===== config.mk =====
export PLATFORM = sky130hd
export DESIGN_NAME = ced_top
export DESIGN_NICKNAME = d
export VERILOG_FILES = /design/src/design/ced_top.v
export VERILOG_INCLUDE_DIRS = /design/src /design/src/design
export SDC_FILE = /design/constraint.sdc
export NUM_CORES = 1
export LEC_CHECK = 0
export BUFFER_PORTS_ARGS = -buffer_cell sky130_fd_sc_hd__buf_2
export CAP_MARGIN = 20
export CORE_ASPECT_RATIO = 1.1
export CORE_MARGIN = 2
export CORE_UTILIZATION = 35
export CTS_CLUSTER_DIAMETER = 200
export CTS_CLUSTER_SIZE = 14
export DETAILED_ROUTE_END_ITERATION = 8
export PLACE_DENSITY = 0.7
export RECOVER_POWER = 25
export SLEW_MARGIN = 20
export SYNTH_ARGS = -nofsm -noshare
export SYNTH_HDL_FRONTEND = slang
export SYNTH_SLANG_ARGS = --single-unit
export TNS_END_PERCENT = 100

===== constraint.sdc =====
create_clock -name clk -period 2.9 [get_ports clk]
set_clock_uncertainty 0.2 [all_clocks]
set_input_delay 0 -clock clk [delete_from_list [all_inputs] [get_ports clk]]
set_output_delay 0 -clock clk [all_outputs]
set_load 0.02 [all_outputs]

===== src/design/ced_defs.vh =====
`ifndef CED_DEFS_VH
`define CED_DEFS_VH

// ----------------------------------------------------------------
// Register byte addresses on the APB.
// ----------------------------------------------------------------
`define CED_A_CMD   8'h00
`define CED_A_LINK  8'h04
`define CED_A_BUF   8'h08
`define CED_A_BLK   8'h0C
`define CED_A_SCB   8'h10
`define CED_A_CTRL  8'h14
`define CED_A_STAT  8'h18
`define CED_A_RES   8'h1C
`define CED_A_NEXT  8'h20

// ----------------------------------------------------------------
// Command block layout and word fields.
// ----------------------------------------------------------------
`define CED_BO_RES   16'h0006
`define CED_ST_DONE  15
`define CED_ST_BUSY  14
`define CED_ST_OK    13
`define CED_CW_END   15
`define CED_OP_ECHO  3'h5
`define CED_OP_DUMP  3'h6
`define CED_RS_GOOD  15
`define CED_RS_XCVR  14
`define CED_RS_OPEN  13
`define CED_RS_SHORT 12
`define CED_TIME_MAX 11'h7FF

// ----------------------------------------------------------------
// Dump image byte offsets and size.
// ----------------------------------------------------------------
`define CED_D_CFG    8'h00
`define CED_D_ADDR   8'h0C
`define CED_D_PREV   8'h12
`define CED_D_TXCRC  8'h14
`define CED_D_RXCRC  8'h18
`define CED_D_RXST   8'h22
`define CED_D_HASH   8'h24
`define CED_D_ECHO   8'h2C
`define CED_D_EBC    8'h40
`define CED_D_CURFD  8'h44
`define CED_D_NXTFD  8'h46
`define CED_D_TXCNT  8'h50
`define CED_D_CMD    8'h60
`define CED_D_LINK   8'h62
`define CED_D_BLK    8'h64
`define CED_D_SCB    8'h66
`define CED_D_RXSUS  8'h7E
`define CED_D_CUST   8'h80
`define CED_IMG_BITS 1360
`define CED_LAST_WD  7'h54
`define CED_RXST_MSK 16'h2DC0
`define CED_TXCRC_HI 16
`define CED_BIT_SUSP 4
`define CED_BIT_CEND 5
`define CED_BIT_ABRT 6
`define CED_BIT_FDSUS 12
`define CED_BIT_EOF  15

`endif


===== src/design/ced_top.v =====
`timescale 1ns/1ps
`default_nettype none
`include "ced_defs.vh"

module ced_top (
  // System clock and reset.
  input  wire         clk,
  input  wire         rst_n,
  // APB slave.
  input  wire         psel,
  input  wire         penable,
  input  wire         pwrite,
  input  wire [7:0]   paddr,
  input  wire [31:0]  pwdata,
  output reg  [31:0]  prdata,
  output reg          pready,
  output reg          pslverr,
  // Shared memory write port.
  output reg          mem_wr,
  output reg  [15:0]  mem_addr,
  output reg  [15:0]  mem_data,
  input  wire         mem_ack,
  // Serial link.
  input  wire         txc,
  input  wire         cd,
  input  wire         crs,
  output reg          tx_en,
  output reg          tx_data,
  // Device state shown by the dump.
  input  wire [87:0]  config_bytes,
  input  wire         crc16_mode,
  input  wire [47:0]  station_address,
  input  wire [31:0]  transmit_crc,
  input  wire [31:0]  receive_crc,
  input  wire [15:0]  receive_status,
  input  wire [63:0]  hash_table,
  input  wire [13:0]  current_rxbuf_empty_count,
  input  wire [15:0]  current_frame_desc_pointer,
  input  wire [15:0]  next_frame_desc_pointer,
  input  wire [13:0]  last_txbuf_byte_count,
  input  wire         last_txbuf_eof,
  input  wire         receiver_suspend_request,
  input  wire         commander_suspend_request,
  input  wire         command_abort_pending,
  input  wire         next_descriptor_suspend
);

  // ----------------------------------------------------------------
  // States.
  // ----------------------------------------------------------------
  localparam [5:0] S_IDLE = 6'b00_0001;
  localparam [5:0] S_BUSY = 6'b00_0010;
  localparam [5:0] S_ECHO = 6'b00_0100;
  localparam [5:0] S_RES  = 6'b00_1000;
  localparam [5:0] S_DUMP = 6'b01_0000;
  localparam [5:0] S_STAT = 6'b10_0000;

  reg [5:0]  state;
  reg [15:0] cmd_word;
  reg [15:0] link_offset;
  reg [15:0] buffer_offset;
  reg [15:0] executing_block_pointer;
  reg [15:0] following_block_pointer;
  reg [15:0] control_block_offset;
  reg [15:0] last_status;
  reg [13:0] prev_status;
  reg [15:0] echo_result;
  reg        result_ok;
  reg [10:0] echo_time;
  reg        crs_seen;
  reg [6:0]  dump_idx;
  reg [2:0]  txc_q;
  reg [2:0]  cd_q;
  reg [2:0]  crs_q;
  reg [1359:0] img;

  // Register decode; 4'hF marks an unmapped address.
  function [3:0] reg_index;
    input [7:0] a;
    begin
      if (a == `CED_A_CMD) begin
        reg_index = 4'h0;
      end else if (a == `CED_A_LINK) begin
        reg_index = 4'h1;
      end else if (a == `CED_A_BUF) begin
        reg_index = 4'h2;
      end else if (a == `CED_A_BLK) begin
        reg_index = 4'h3;
      end else if (a == `CED_A_SCB) begin
        reg_index = 4'h4;
      end else if (a == `CED_A_CTRL) begin
        reg_index = 4'h5;
      end else if (a == `CED_A_STAT) begin
        reg_index = 4'h6;
      end else if (a == `CED_A_RES) begin
        reg_index = 4'h7;
      end else if (a == `CED_A_NEXT) begin
        reg_index = 4'h8;
      end else begin
        reg_index = 4'hF;
      end
    end
  endfunction

  // ----------------------------------------------------------------
  // Link input synchronisers.
  // ----------------------------------------------------------------

  // Two flops per pin, plus a third stage kept only for edge finding.
  always @(posedge clk) begin
    if (!rst_n) begin
      txc_q <= 3'h0;
      cd_q  <= 3'h0;
      crs_q <= 3'h0;
    end else begin
      txc_q <= {txc_q[1:0], txc};
      cd_q  <= {cd_q[1:0], cd};
      crs_q <= {crs_q[1:0], crs};
    end
  end

  wire txc_rise = txc_q[1] & ~txc_q[2];
  wire cd_rise  = cd_q[1] & ~cd_q[2];
  wire crs_fall = ~crs_q[1] & crs_q[2];
  wire crs_now  = crs_q[1];

  // ----------------------------------------------------------------
  // Dump image.
  // ----------------------------------------------------------------

  // Bytes sit low byte first; unlisted bytes write as zero.
  always @* begin
    img = {`CED_IMG_BITS{1'b0}};
    img[8*`CED_D_CFG +: 88] = config_bytes;
    img[8*`CED_D_ADDR +: 48] = station_address;
    img[8*`CED_D_PREV +: 14] = prev_status;
    img[8*`CED_D_TXCRC +: 32] = transmit_crc;
    if (crc16_mode) begin
      img[8*`CED_D_TXCRC + `CED_TXCRC_HI +: 16] = 16'h0000;
    end
    img[8*`CED_D_RXCRC +: 32] = receive_crc;
    img[8*`CED_D_RXST +: 16] =
      receive_status & `CED_RXST_MSK;
    img[8*`CED_D_HASH +: 64] = hash_table;
    img[8*`CED_D_ECHO +: 16] = echo_result;
    img[8*`CED_D_EBC +: 14] = current_rxbuf_empty_count;
    img[8*`CED_D_CURFD +: 16] = current_frame_desc_pointer;
    img[8*`CED_D_NXTFD +: 16] = next_frame_desc_pointer;
    img[8*`CED_D_TXCNT +: 14] = last_txbuf_byte_count;
    img[8*`CED_D_TXCNT + `CED_BIT_EOF] = last_txbuf_eof;
    img[8*`CED_D_CMD +: 16] = cmd_word;
    img[8*`CED_D_LINK +: 16] = link_offset;
    img[8*`CED_D_BLK +: 16] = executing_block_pointer;
    img[8*`CED_D_SCB +: 16] = control_block_offset;
    img[8*`CED_D_RXSUS + `CED_BIT_SUSP] = receiver_suspend_request;
    img[8*`CED_D_CUST + `CED_BIT_SUSP] = commander_suspend_request;
    img[8*`CED_D_CUST + `CED_BIT_CEND] = cmd_word[`CED_CW_END];
    img[8*`CED_D_CUST + `CED_BIT_ABRT] = command_abort_pending;
    img[8*`CED_D_CUST + `CED_BIT_FDSUS] = next_descriptor_suspend;
  end

  // ----------------------------------------------------------------
  // Bus slave and command sequencer.
  // ----------------------------------------------------------------

  wire       acc    = psel & penable;
  wire       wr_hit = acc & pready & pwrite;
  wire [3:0] wsel   = reg_index(paddr);
  wire       start  = wr_hit & (wsel == 4'h5) & pwdata[0];
  wire [2:0] opcode = cmd_word[2:0];

  // One wait state per access; writes land on the completing edge.
  always @(posedge clk) begin
    if (!rst_n) begin
      prdata  <= 32'h0000_0000;
      pready  <= 1'b0;
      pslverr <= 1'b0;
      state   <= S_IDLE;
      cmd_word <= 16'h0000;
      link_offset <= 16'h0000;
      buffer_offset <= 16'h0000;
      executing_block_pointer <= 16'h0000;
      following_block_pointer <= 16'h0000;
      control_block_offset <= 16'h0000;
      last_status <= 16'h0000;
      prev_status <= 14'h0000;
      echo_result <= 16'h0000;
      result_ok <= 1'b0;
      echo_time <= 11'h000;
      crs_seen <= 1'b0;
      dump_idx <= 7'h00;
      mem_wr   <= 1'b0;
      mem_addr <= 16'h0000;
      mem_data <= 16'h0000;
      tx_en    <= 1'b0;
      tx_data  <= 1'b0;
    end else begin
      // Bus answer.
      if (acc & ~pready) begin
        pready  <= 1'b1;
        pslverr <= (wsel == 4'hF);
        prdata  <= 32'h0000_0000;
        if (wsel == 4'h0) begin
          prdata[15:0] <= cmd_word;
        end else if (wsel == 4'h1) begin
          prdata[15:0] <= link_offset;
        end else if (wsel == 4'h2) begin
          prdata[15:0] <= buffer_offset;
        end else if (wsel == 4'h3) begin
          prdata[15:0] <= executing_block_pointer;
        end else if (wsel == 4'h4) begin
          prdata[15:0] <= control_block_offset;
        end else if (wsel == 4'h5) begin
          prdata[0] <= ~state[0];
        end else if (wsel == 4'h6) begin
          prdata[15:0] <= last_status;
        end else if (wsel == 4'h7) begin
          prdata[15:0] <= echo_result;
        end else if (wsel == 4'h8) begin
          prdata[15:0] <= following_block_pointer;
        end
      end else begin
        pready  <= 1'b0;
        pslverr <= 1'b0;
      end
      // Block fields are frozen while a command runs.
      if (wr_hit & state[0]) begin
        if (wsel == 4'h0) begin
          cmd_word <= pwdata[15:0];
        end else if (wsel == 4'h1) begin
          link_offset <= pwdata[15:0];
        end else if (wsel == 4'h2) begin
          buffer_offset <= pwdata[15:0];
        end else if (wsel == 4'h3) begin
          executing_block_pointer <= pwdata[15:0];
        end else if (wsel == 4'h4) begin
          control_block_offset <= pwdata[15:0];
        end
      end
      // Sequencer.
      case (state)
        S_IDLE: begin
          if (start) begin
            state <= S_BUSY;
          end
        end
        S_BUSY: begin
          if (!mem_wr) begin
            mem_wr   <= 1'b1;
            mem_addr <= executing_block_pointer;
            mem_data <= 16'h0001 << `CED_ST_BUSY;
          end else if (mem_ack) begin
            mem_wr    <= 1'b0;
            result_ok <= 1'b0;
            echo_time <= 11'h000;
            crs_seen  <= 1'b0;
            dump_idx  <= 7'h00;
            if (opcode == `CED_OP_ECHO) begin
              state <= S_ECHO;
            end else if (opcode == `CED_OP_DUMP) begin
              state <= S_DUMP;
            end else begin
              state <= S_STAT;
            end
          end
        end
        S_ECHO: begin
          tx_en   <= 1'b1;
          tx_data <= 1'b1;
          if (crs_now) begin
            crs_seen <= 1'b1;
          end
          if (cd_rise) begin
            tx_en       <= 1'b0;
            tx_data     <= 1'b0;
            echo_result <= (16'h0001 << `CED_RS_OPEN) |
                           {5'h00, echo_time};
            state       <= S_RES;
          end else if (crs_fall & crs_seen) begin
            tx_en       <= 1'b0;
            tx_data     <= 1'b0;
            echo_result <= (16'h0001 << `CED_RS_SHORT) |
                           {5'h00, echo_time};
            state       <= S_RES;
          end else if (txc_rise) begin
            if (echo_time == `CED_TIME_MAX) begin
              tx_en   <= 1'b0;
              tx_data <= 1'b0;
              state   <= S_RES;
              if (crs_seen | crs_now) begin
                echo_result <= 16'h0001 << `CED_RS_GOOD;
              end else begin
                echo_result <= (16'h0001 << `CED_RS_XCVR) |
                               {5'h00, echo_time};
              end
            end else begin
              echo_time <= echo_time + 11'h001;
            end
          end
        end
        S_RES: begin
          if (!mem_wr) begin
            mem_wr   <= 1'b1;
            mem_addr <= executing_block_pointer + `CED_BO_RES;
            mem_data <= echo_result;
          end else if (mem_ack) begin
            mem_wr    <= 1'b0;
            result_ok <= 1'b1;
            state     <= S_STAT;
          end
        end
        S_DUMP: begin
          if (!mem_wr) begin
            mem_wr   <= 1'b1;
            mem_addr <= buffer_offset + {8'h00, dump_idx, 1'b0};
            mem_data <= img[{dump_idx, 4'h0} +: 16];
          end else if (mem_ack) begin
            mem_wr   <= 1'b0;
            dump_idx <= dump_idx + 7'h01;
            if (dump_idx == `CED_LAST_WD) begin
              result_ok <= 1'b1;
              state     <= S_STAT;
            end
          end
        end
        S_STAT: begin
          if (!mem_wr) begin
            mem_wr   <= 1'b1;
            mem_addr <= executing_block_pointer;
            mem_data <= (16'h0001 << `CED_ST_DONE) |
                        ({15'h0000, result_ok} << `CED_ST_OK);
          end else if (mem_ack) begin
            mem_wr      <= 1'b0;
            last_status <= mem_data;
            prev_status <= mem_data[13:0];
            following_block_pointer <= link_offset;
            if (!cmd_word[`CED_CW_END]) begin
              executing_block_pointer <= link_offset;
            end
            state <= S_IDLE;
          end
        end
        default: begin
          state <= S_IDLE;
        end
      endcase
    end
  end

endmodule // ced_top

`default_nettype wire


* After elaboration in Yosys (flattened, before gate mapping) *
Index checks and enable logic that the tools add are counted.

storage, ports and cells
  bits in registers = 229
  bits in latches = 0
  RAM bits = 0
  ROM bits = 0
  bits of input ports = 395
  output and inout bits = 69
  logic and storage cells = 213
  memories kept = 0

cells by class
  add/subtract/negate cells = 4
  multiply operators = 0
  divide/modulo/power cells = 0
  order comparisons = 0
  equality and inequality tests = 49
  shift operators = 1
  mux-type cells = 89
  bitwise operators = 21
  reduce and logical (&&, ||, !) cells = 25

operators by type and width
  operator               count
  $shiftx 1360x12->16    1
  $mux 16                30
  $mux 6                 16
  $mux 11                6
  $pmux 16 s4            1
  $pmux 16 s3            1
  $ne 2x2->1 const B     20
  $pmux 6 s6             1
  $eq 8x5->1 const B     4
  $mux 4                 8
  $mux 7                 4
  $pmux 11 s2            1
  $add 16x3->16 const B  1
  $add 16x8->16          1
  $eq 4x3->1 const B     4
  $eq 8x4->1 const B     2
  $mux 1                 16
  $mux 15                1
  $pmux 7 s2             1
  $reduce_and 12->1      1
  $reduce_and 4->1       3
  $reduce_bool 3->1      4
  $add 11x1->11 const B  1
  $and 1x1->1            11
  33 further kinds       50

* Depth between registers and ports, before layout *
Gate-level depths: netlist of the first run.

  word-level depth = 20
  gate-level depth with buffers = 10
  gate-level depth less buffers = 8

* Least setup slack after synthesis of the first run *
OpenSTA, ideal clock, no wires.

  path type = reg2reg
  from = reg dump_idx[0]
  to = reg state[3]
  data arrival time = 2.199 ns
  required time = 2.572 ns
  slack = 0.373 ns
  cell stages (with the launch flop) = 11
  buffers on the path = 3
  clock period less this slack = 2.527 ns
  cells stage by stage = dfxtp_1 -> buf_2 -> buf_2 -> clkinv_1 -> clkbuf_1 -> ha_1 -> a311o_1 -> o41ai_1 -> nor3_2 -> mux2i_1 -> nor2_1

on the way
  word-level cells in the longest chain between the ends = 3

RTL lines
  element                      line           source
  from (decl)                  ced_top.v:71   reg [6:0] dump_idx;
  from (signal assigned)       ced_top.v:319  dump_idx <= dump_idx + 7'h01;
  $eq 7x7->1 (no line)         n/a
  $ne 2x2->1 (no line)         n/a
  $reduce_and 12->1 (no line)  n/a
  to (signal assigned)         ced_top.v:178  state <= S_IDLE;
  to (signal assigned)         ced_top.v:244  state <= S_BUSY;
  to (signal assigned)         ced_top.v:259  state <= S_ECHO;
  to (decl)                    ced_top.v:58   reg [5:0] state;

No other way between the ends.
A chain may end at the register's enable or synchronous reset.

* Worst setup path in the final report of the first run *
  from = reg pready
  to = reg state[1]

on the way
  word-level cells in the longest chain between the ends = 6

RTL lines
  element                      line           source
  from (decl)                  ced_top.v:16   output reg pready,
  from (signal assigned)       ced_top.v:176  pready <= 1'b0;
  from (signal assigned)       ced_top.v:200  pready <= 1'b1;
  from (signal assigned)       ced_top.v:223  pready <= 1'b0;
  $and 1x1->1 (2 in a row)     ced_top.v:167  wire wr_hit = acc & pready & pwrite;
  $and 1x1->1 (2 in a row)     ced_top.v:169  wire start = wr_hit & (wsel == 4'h5) & pwdata[0];
  $ne 2x2->1 (no line)         n/a
  $reduce_and 12->1 (no line)  n/a

No other way between the ends.

==> results_dict.tcl, run 1 <==
set metrics [dict create \
    fin_crit_sh_pct 98.2 \
    drtPass1Iterations 6 \
    slew-limit-headroom_pct 6.10 \
    reg2reg_from "pready$_SDFF_PN0_" \
    fin_area_sq_mm 0.0194 \
    wl_per_cell_um 27.3 \
    period_needed_ns 2.85 \
    grt_overflow 0 \
    tritoncts "yes" \
    synth-seq-area-share_pct 29.5 \
    gr-max-usage-layer "met2" \
    setup_viol 0 \
    place_hpwl_um 62700 \
    cts-root-buf "clkbuf_16" \
    tns_ns 0 \
    insertion_delay_ns 0.52 \
    rsz0062_at_grt "true" \
    syn_avg_cell_area_sq_um 8.01 \
    core.rowCount 78 \
    drv_cap 0 \
    drive_gt1_share_pct 26.6 \
    num_vias 17800 \
    crit_family "buffers and inverters" \
    cts_sinks 214 \
    hp-class "input pin to flip-flop" \
    final_antenna_net_count 0 \
    startpoint_type "flip-flop" \
    timing_worst_setup_path_type "flip-flop to flip-flop" \
    ys_ff_latch 214 \
    grtUsageMet2_pct 57.0 \
    io_pins 464 \
    drc_errors 0 \
    peakVddDrop_mv 0.277 \
    die_w_um 198 \
    cp_num_buf_inv 2 \
    finalMaxSlewViolations 0 \
    grtUsageMet3_pct 8.12 \
    h-tree-depth 1 \
    die_h_um 217 \
    grtUsageTotal_pct 35.6 \
    vias_per_cell 6.09 \
    use_met1_pct 43.3 \
    synth_edf_count 0 \
    port_buffers 421 \
    dieArea_sq_mm 0.0431 \
    gp_congestion 0.998 \
    wl_um 80100 \
    synth_area_sq_mm 0.0145 \
    ff2ff_path_depth 6 \
    yosysWarnings 0 \
    fin_util_pct 47.3 \
    slowest_stage "dlygate4sd3_1" \
    syn-instance-count 1810 \
    grt_antenna_before_repair 12 \
    crit_path_max_incr_delay_ns 0.77 \
    nets 2771 \
    cp-endpoint "state[1]$_SDFFE_PN0P_" \
    arrival_ns 3.07 \
    r2r-end "state[1]$_SDFFE_PN0P_" \
    max_freq_ghz 0.351 \
    worst_pin_slew_ns 1.41 \
    r2r_slack_ns 0.05 \
    numCtsBuffers 19 \
    p_leak_nw 7.18 \
    hold_violations 0 \
    syn2layout_area_growth_pct 34.1 \
    cts_buffer_depth 3 \
    path_clk_slew_ns 0.09 \
    synth_cell_types 92 \
    mostFrequentLayoutCell "buf_2" \
    placed_cell_area_sq_mm 0.0178 \
    ys.flop_type "dfxtp_1" \
    startpoint "pready$_SDFF_PN0_" \
    synth-async-reset-ratio_pct 0 \
    worstPathRequired_ns 3.13 \
    core-area_sq_mm 0.0411 \
    status "complete, no violations" \
    endpoint_kind "flip-flop" \
    final_cell_mix "buf_2 (366), nand2_1 (252), dfxtp_1 (210)" \
    crit_path_cell_trace "nand4_1 > dlygate4sd3_1 > nor4_1 > dlygate4sd3_1 > nand2_1 > a21oi_1" \
    grt_pass1_vias 17100 \
    worst-path-stages 6 \
    pwr_density_cell_mw_per_mm2 336 \
    worst_path_most_repeated_cell "dlygate4sd3_1" \
    grt_max_degree 64 \
    grt_pass1_wl_um 113000 \
    drt_iter0_drc 2316 \
    worstPathMaxFanout 3 \
    start_util_pct 35.3 \
]
==> per-stage QoR <==
stage	total power, mW	setup WS [ns]	cells	hold slack, ns
2_1_floorplan	3.56	0.373	1825	-0.0727
3_3_place_gp	4.07	0.204	2780	0.0100
3_5_place_dp	4.08	0.177	2780	0.0119
4_1_cts	6.51	0.0219	2924	0.00284
5_1_grt	6.71	-0.00623	2929	0.0319
6_report	6.53	0.0536	2929	0.000566
==> power breakdown <==
group / total, mW / switching (mW) / internal [mW]
Sequential: 3.02 / 0.0459 / 2.97
Combinational: 1.15 / 0.640 / 0.510
Clock: 2.36 / 1.18 / 1.18
Total: 6.53 / 1.87 / 4.67
==> cell usage after synthesis, types with 16 or more instances <==
cell type / n / area share [%]
inv_1: 22 / 0.57
dfxtp_1: 214 / 30
and2_1: 16 / 0.69
a221oi_1: 28 / 1.7
nor2_1: 135 / 3.5
nor3_1: 32 / 1.1
o22ai_1: 16 / 0.69
buf_4: 24 / 1.2
mux2_2: 28 / 2.2
nand4_1: 22 / 0.95
nand2b_1: 19 / 0.82
a31oi_1: 23 / 0.99
buf_2: 44 / 1.5
mux4_2: 33 / 5.1
a22oi_1: 34 / 1.8
o211ai_1: 20 / 1.0
nor2b_1: 19 / 0.82
a22o_1: 16 / 0.97
a21oi_1: 163 / 5.6
nand3_1: 44 / 1.5
a211oi_1: 19 / 0.98
clkbuf_1: 87 / 2.3
mux2i_1: 144 / 9.9
o21ai_0: 119 / 4.1
nand2_1: 252 / 6.5
==> worst min path at each step <==
stage	startpoint	end	cells past startpoint
floorplan	cd	cd_q[0]$_SDFF_PN0_	1
global placement	crs	crs_q[0]$_SDFF_PN0_	2
detailed placement	crs	crs_q[0]$_SDFF_PN0_	2
CTS	hash_table[51]	mem_data[3]$_SDFFE_PN0P_	6
global route	transmit_crc[7]	mem_data[7]$_SDFFE_PN0P_	5
finish	hash_table[51]	mem_data[3]$_SDFFE_PN0P_	6
==> final cells by class <==
cell class	instances	area [sq um]
Inverter	26	98.8
Fill cell	4105	21600
Antenna cell	4	10.0
Tap cell	560	701
Timing Repair Buffer	688	4470
Clock buffer	20	479
Clock inverter	2	20.0
Sequential cell	214	4290
Multi-Input combinational cell	1415	9370
==> metal layers <==
layer	routed length, um	vias up
met2	36000	1220
met5	81	-
met3	8330	307
met1	30100	8522
li1	-	7770
met4	5460	14
==> flip-flops by register name (all words and copies together), names as in the netlist, 6 cells and up <==
signal                   cells
cmd_word                    16
dump_idx                     7
mem_data                    16
following_block_pointer     16
echo_result                 15
link_offset                 16
last_status                 16
mem_addr                    16
prdata                      16
echo_time                   11
buffer_offset               16
control_block_offset        16
state                        6
executing_block_pointer     16
==> repair_timing <==
action / 4_1_cts / 5_1_grt
hold endpoints to repair: 143 / 0
endpoints found under the setup margin: 0 / 3
resized for setup: 0 / 1
setup buffers: 0 / 1
hold buffers: 122 / 0
==> cells by family after synthesis <==
group                      after synthesis  share of synthesized area [%]
DFF                                    214                           29.5
AOI/OAI and AO/OA                      537                           23.9
adders and majority gates               12                           1.09
xor gates and xnor gates                26                           1.57
muxes                                  205                           17.2
and+or+nand+nor                        619                           20.3
buffers and inverters                  196                           6.33
other                                    1                         0.0259
==> tightest hold or removal path, cell delays in order <==
cell	delay [ns]
buf_2	0.09
nand2_1	0.05
o21ai_0	0.11
a22o_1	0.20
o41ai_1	0.10
a21oi_1	0.14
Note: power is estimated with default switching activity, not from simulation.
==> run 2, diff against run 1 <==
--- a/config.mk
+++ b/config.mk
@@ -14,9 +14,9 @@
 export CTS_CLUSTER_DIAMETER = 200
 export CTS_CLUSTER_SIZE = 14
 export DETAILED_ROUTE_END_ITERATION = 8
-export PLACE_DENSITY = 0.7
+export HOLD_SLACK_MARGIN = 0.06
+export PLACE_DENSITY_LB_ADDON = 0.3
 export RECOVER_POWER = 25
-export SLEW_MARGIN = 20
 export SYNTH_ARGS = -nofsm -noshare
 export SYNTH_HDL_FRONTEND = slang
 export SYNTH_SLANG_ARGS = --single-unit
==> run 2 against run 1 <==
Against the previous run: power up 0.59%; die area unchanged; hold slack better by 0.067 ns; via count down 0.67%; cell count up 2.2%; worst setup slack better by 0.022 ns; critical path depth unchanged; clock power about the same; critical endpoint is now state[4]$_SDFFE_PN0P_.
==> results_dict.tcl, run 2 (synthesized netlist as in run 1, its figures left out) <==
set metrics [dict create \
    place_hpwl_um 61700 \
    ff2ff_path_depth 6 \
    holdPathEnd "mem_data[7]$_SDFFE_PN0P_" \
    cts-root-buf "clkbuf_16" \
    syn2layout_area_growth_pct 38.6 \
    max_freq_ghz 0.354 \
    pwr-share-clk_pct 35.8 \
    worst_pin_slew_ns 0.845 \
    path_clk_slew_ns 0.08 \
    p_int_mw 4.72 \
    grt_overflow 0 \
    vias_per_cell 5.92 \
    grtUsageTotal_pct 35.6 \
    hold_violations 0 \
    startpoint_type "flip-flop" \
    r2r_slack_ns 0.08 \
    drc_errors 0 \
    drive_gt1_share_pct 26.0 \
    drv_cap 0 \
    worstPathMaxFanout 5 \
    drtPass1Iterations 6 \
    share_comb_of_total_power_pct 18.2 \
    cts_buffer_depth 3 \
    final_cell_mix "buf_2 (367), nand2_1 (252), dfxtp_1 (210)" \
    p_sw_share_pct 28.2 \
    core-area_sq_mm 0.0411 \
    mostFrequentLayoutCell "buf_2" \
    nets 2834 \
    pwr_density_cell_mw_per_mm2 327 \
    grt_pass1_wl_um 113000 \
    insertion_delay_ns 0.51 \
    status "complete, no violations" \
    holdCritStartpoint "config_bytes[87]" \
    core.rowCount 78 \
    switchingPower_mw 1.85 \
    tritoncts "yes" \
    wl_um 79700 \
    peakVddDrop_mv 0.290 \
    reg2reg_from "pready$_SDFF_PN0_" \
    io_pins 464 \
    dieArea_sq_mm 0.0431 \
    port_buffers 421 \
    r2r-end "state[4]$_SDFFE_PN0P_" \
    grt_max_degree 93 \
    slew-limit-headroom_pct 43.6 \
    start_util_pct 35.3 \
    final_antenna_net_count 0 \
    h-tree-depth 1 \
    gp_congestion 1.02 \
    fin_crit_sh_pct 97.4 \
    setup_viol 0 \
    wl_per_cell_um 26.6 \
    period_needed_ns 2.82 \
    pwr-share-seq_pct 46.0 \
    tns_ns 0 \
    arrival_ns 3.01 \
    num_vias 17700 \
    cts_sinks 214 \
    hold_ws_ns 0.0671 \
    grt_pass1_vias 17000 \
    min_path_cells 6 \
    grt_antenna_before_repair 7 \
    startpoint "pready$_SDFF_PN0_" \
    die_w_um 198 \
    finalMaxSlewViolations 0 \
    endpoint_kind "flip-flop" \
    hp-class "input pin to flip-flop" \
    numCtsBuffers 19 \
    worstPathRequired_ns 3.09 \
    p_leak_nw 7.46 \
    die_h_um 217 \
    drt_iter0_drc 2185 \
    rsz0062_at_grt "false" \
    timing_worst_setup_path_type "flip-flop to flip-flop" \
]
run 2: per-stage QoR:
| step | util, % | power, mW | setup WS (ns) | cells | area (sq um) |
|---|---|---|---|---|---|
| 3_3_place_gp | 43.1 | 4.05 | 0.0991 | 2776 | 17700 |
| 5_1_grt | 48.9 | 6.78 | 0.0363 | 2990 | 20100 |
| 4_1_cts | 48.8 | 6.57 | 0.0220 | 2981 | 20000 |
| 3_5_place_dp | 43.1 | 4.06 | 0.127 | 2776 | 17700 |
| 6_report | 48.9 | 6.57 | 0.0757 | 2992 | 20100 |
| 2_1_floorplan | - | 3.56 | 0.373 | 1825 | 14600 |
run 2: power by group through the flow:
stage	logic [mW]	registers (mW)	clock network (mW)
final	1.19	3.02	2.35
after global routing	1.26	3.03	2.49
after CTS	1.16	3.02	2.39
after detailed placement	0.967	3.09	0
after global placement	0.962	3.09	0
after floorplan	0.472	3.09	0
run 2: critical path: stages, from the launching register on:
cell and delay, ns:
dfxtp_1 0.41, nand4_1 0.30, dlygate4sd3_1 0.74, o41a_1 0.45, nor3_4 0.32, mux2i_1 0.22
nor2_1 0.06
run 2: area by class of cell:
class	count	area, sq um
clock buffers	21	483
flip-flops and latches	214	4300
repair buffers	751	5110
inverters	26	98.8
diodes	4	10.0
multi-input cells	1415	9390
fillers	4013	21000
clock inverters	1	11.3
well taps	560	701
run 2: worst max-delay path by stage:
stage                                                        to  slack [ns]  depth (start not counted)
after global placement                mem_data[13]$_SDFFE_PN0P_         0.1                          7
after detailed placement               mem_data[4]$_SDFFE_PN0P_        0.13                          7
final                                     state[4]$_SDFFE_PN0P_        0.08                          6
after floorplan                           state[3]$_SDFFE_PN0P_        0.37                         10
after CTS                             mem_data[15]$_SDFFE_PN0P_        0.02                          8
after global routing      executing_block_pointer[3]$_SDFF_PN0_        0.04                          6
run 2: timing repair:
action	4_1_cts	5_1_grt
gates resized for setup	0	7
setup buffers	0	6
hold buffers	183	0
hold endpoints to repair	157	0
endpoints found under the setup margin	0	11
run 2: layer usage:
metal / routed length, um / GRT usage (%) / vias up
met3: 7560 / 7.04 / 265
met5: 56 / 0 / -
met1: 30700 / 43.6 / 8412
met4: 5290 / 21.2 / 6
met2: 36100 / 57.9 / 1144
li1: - / - / 7887
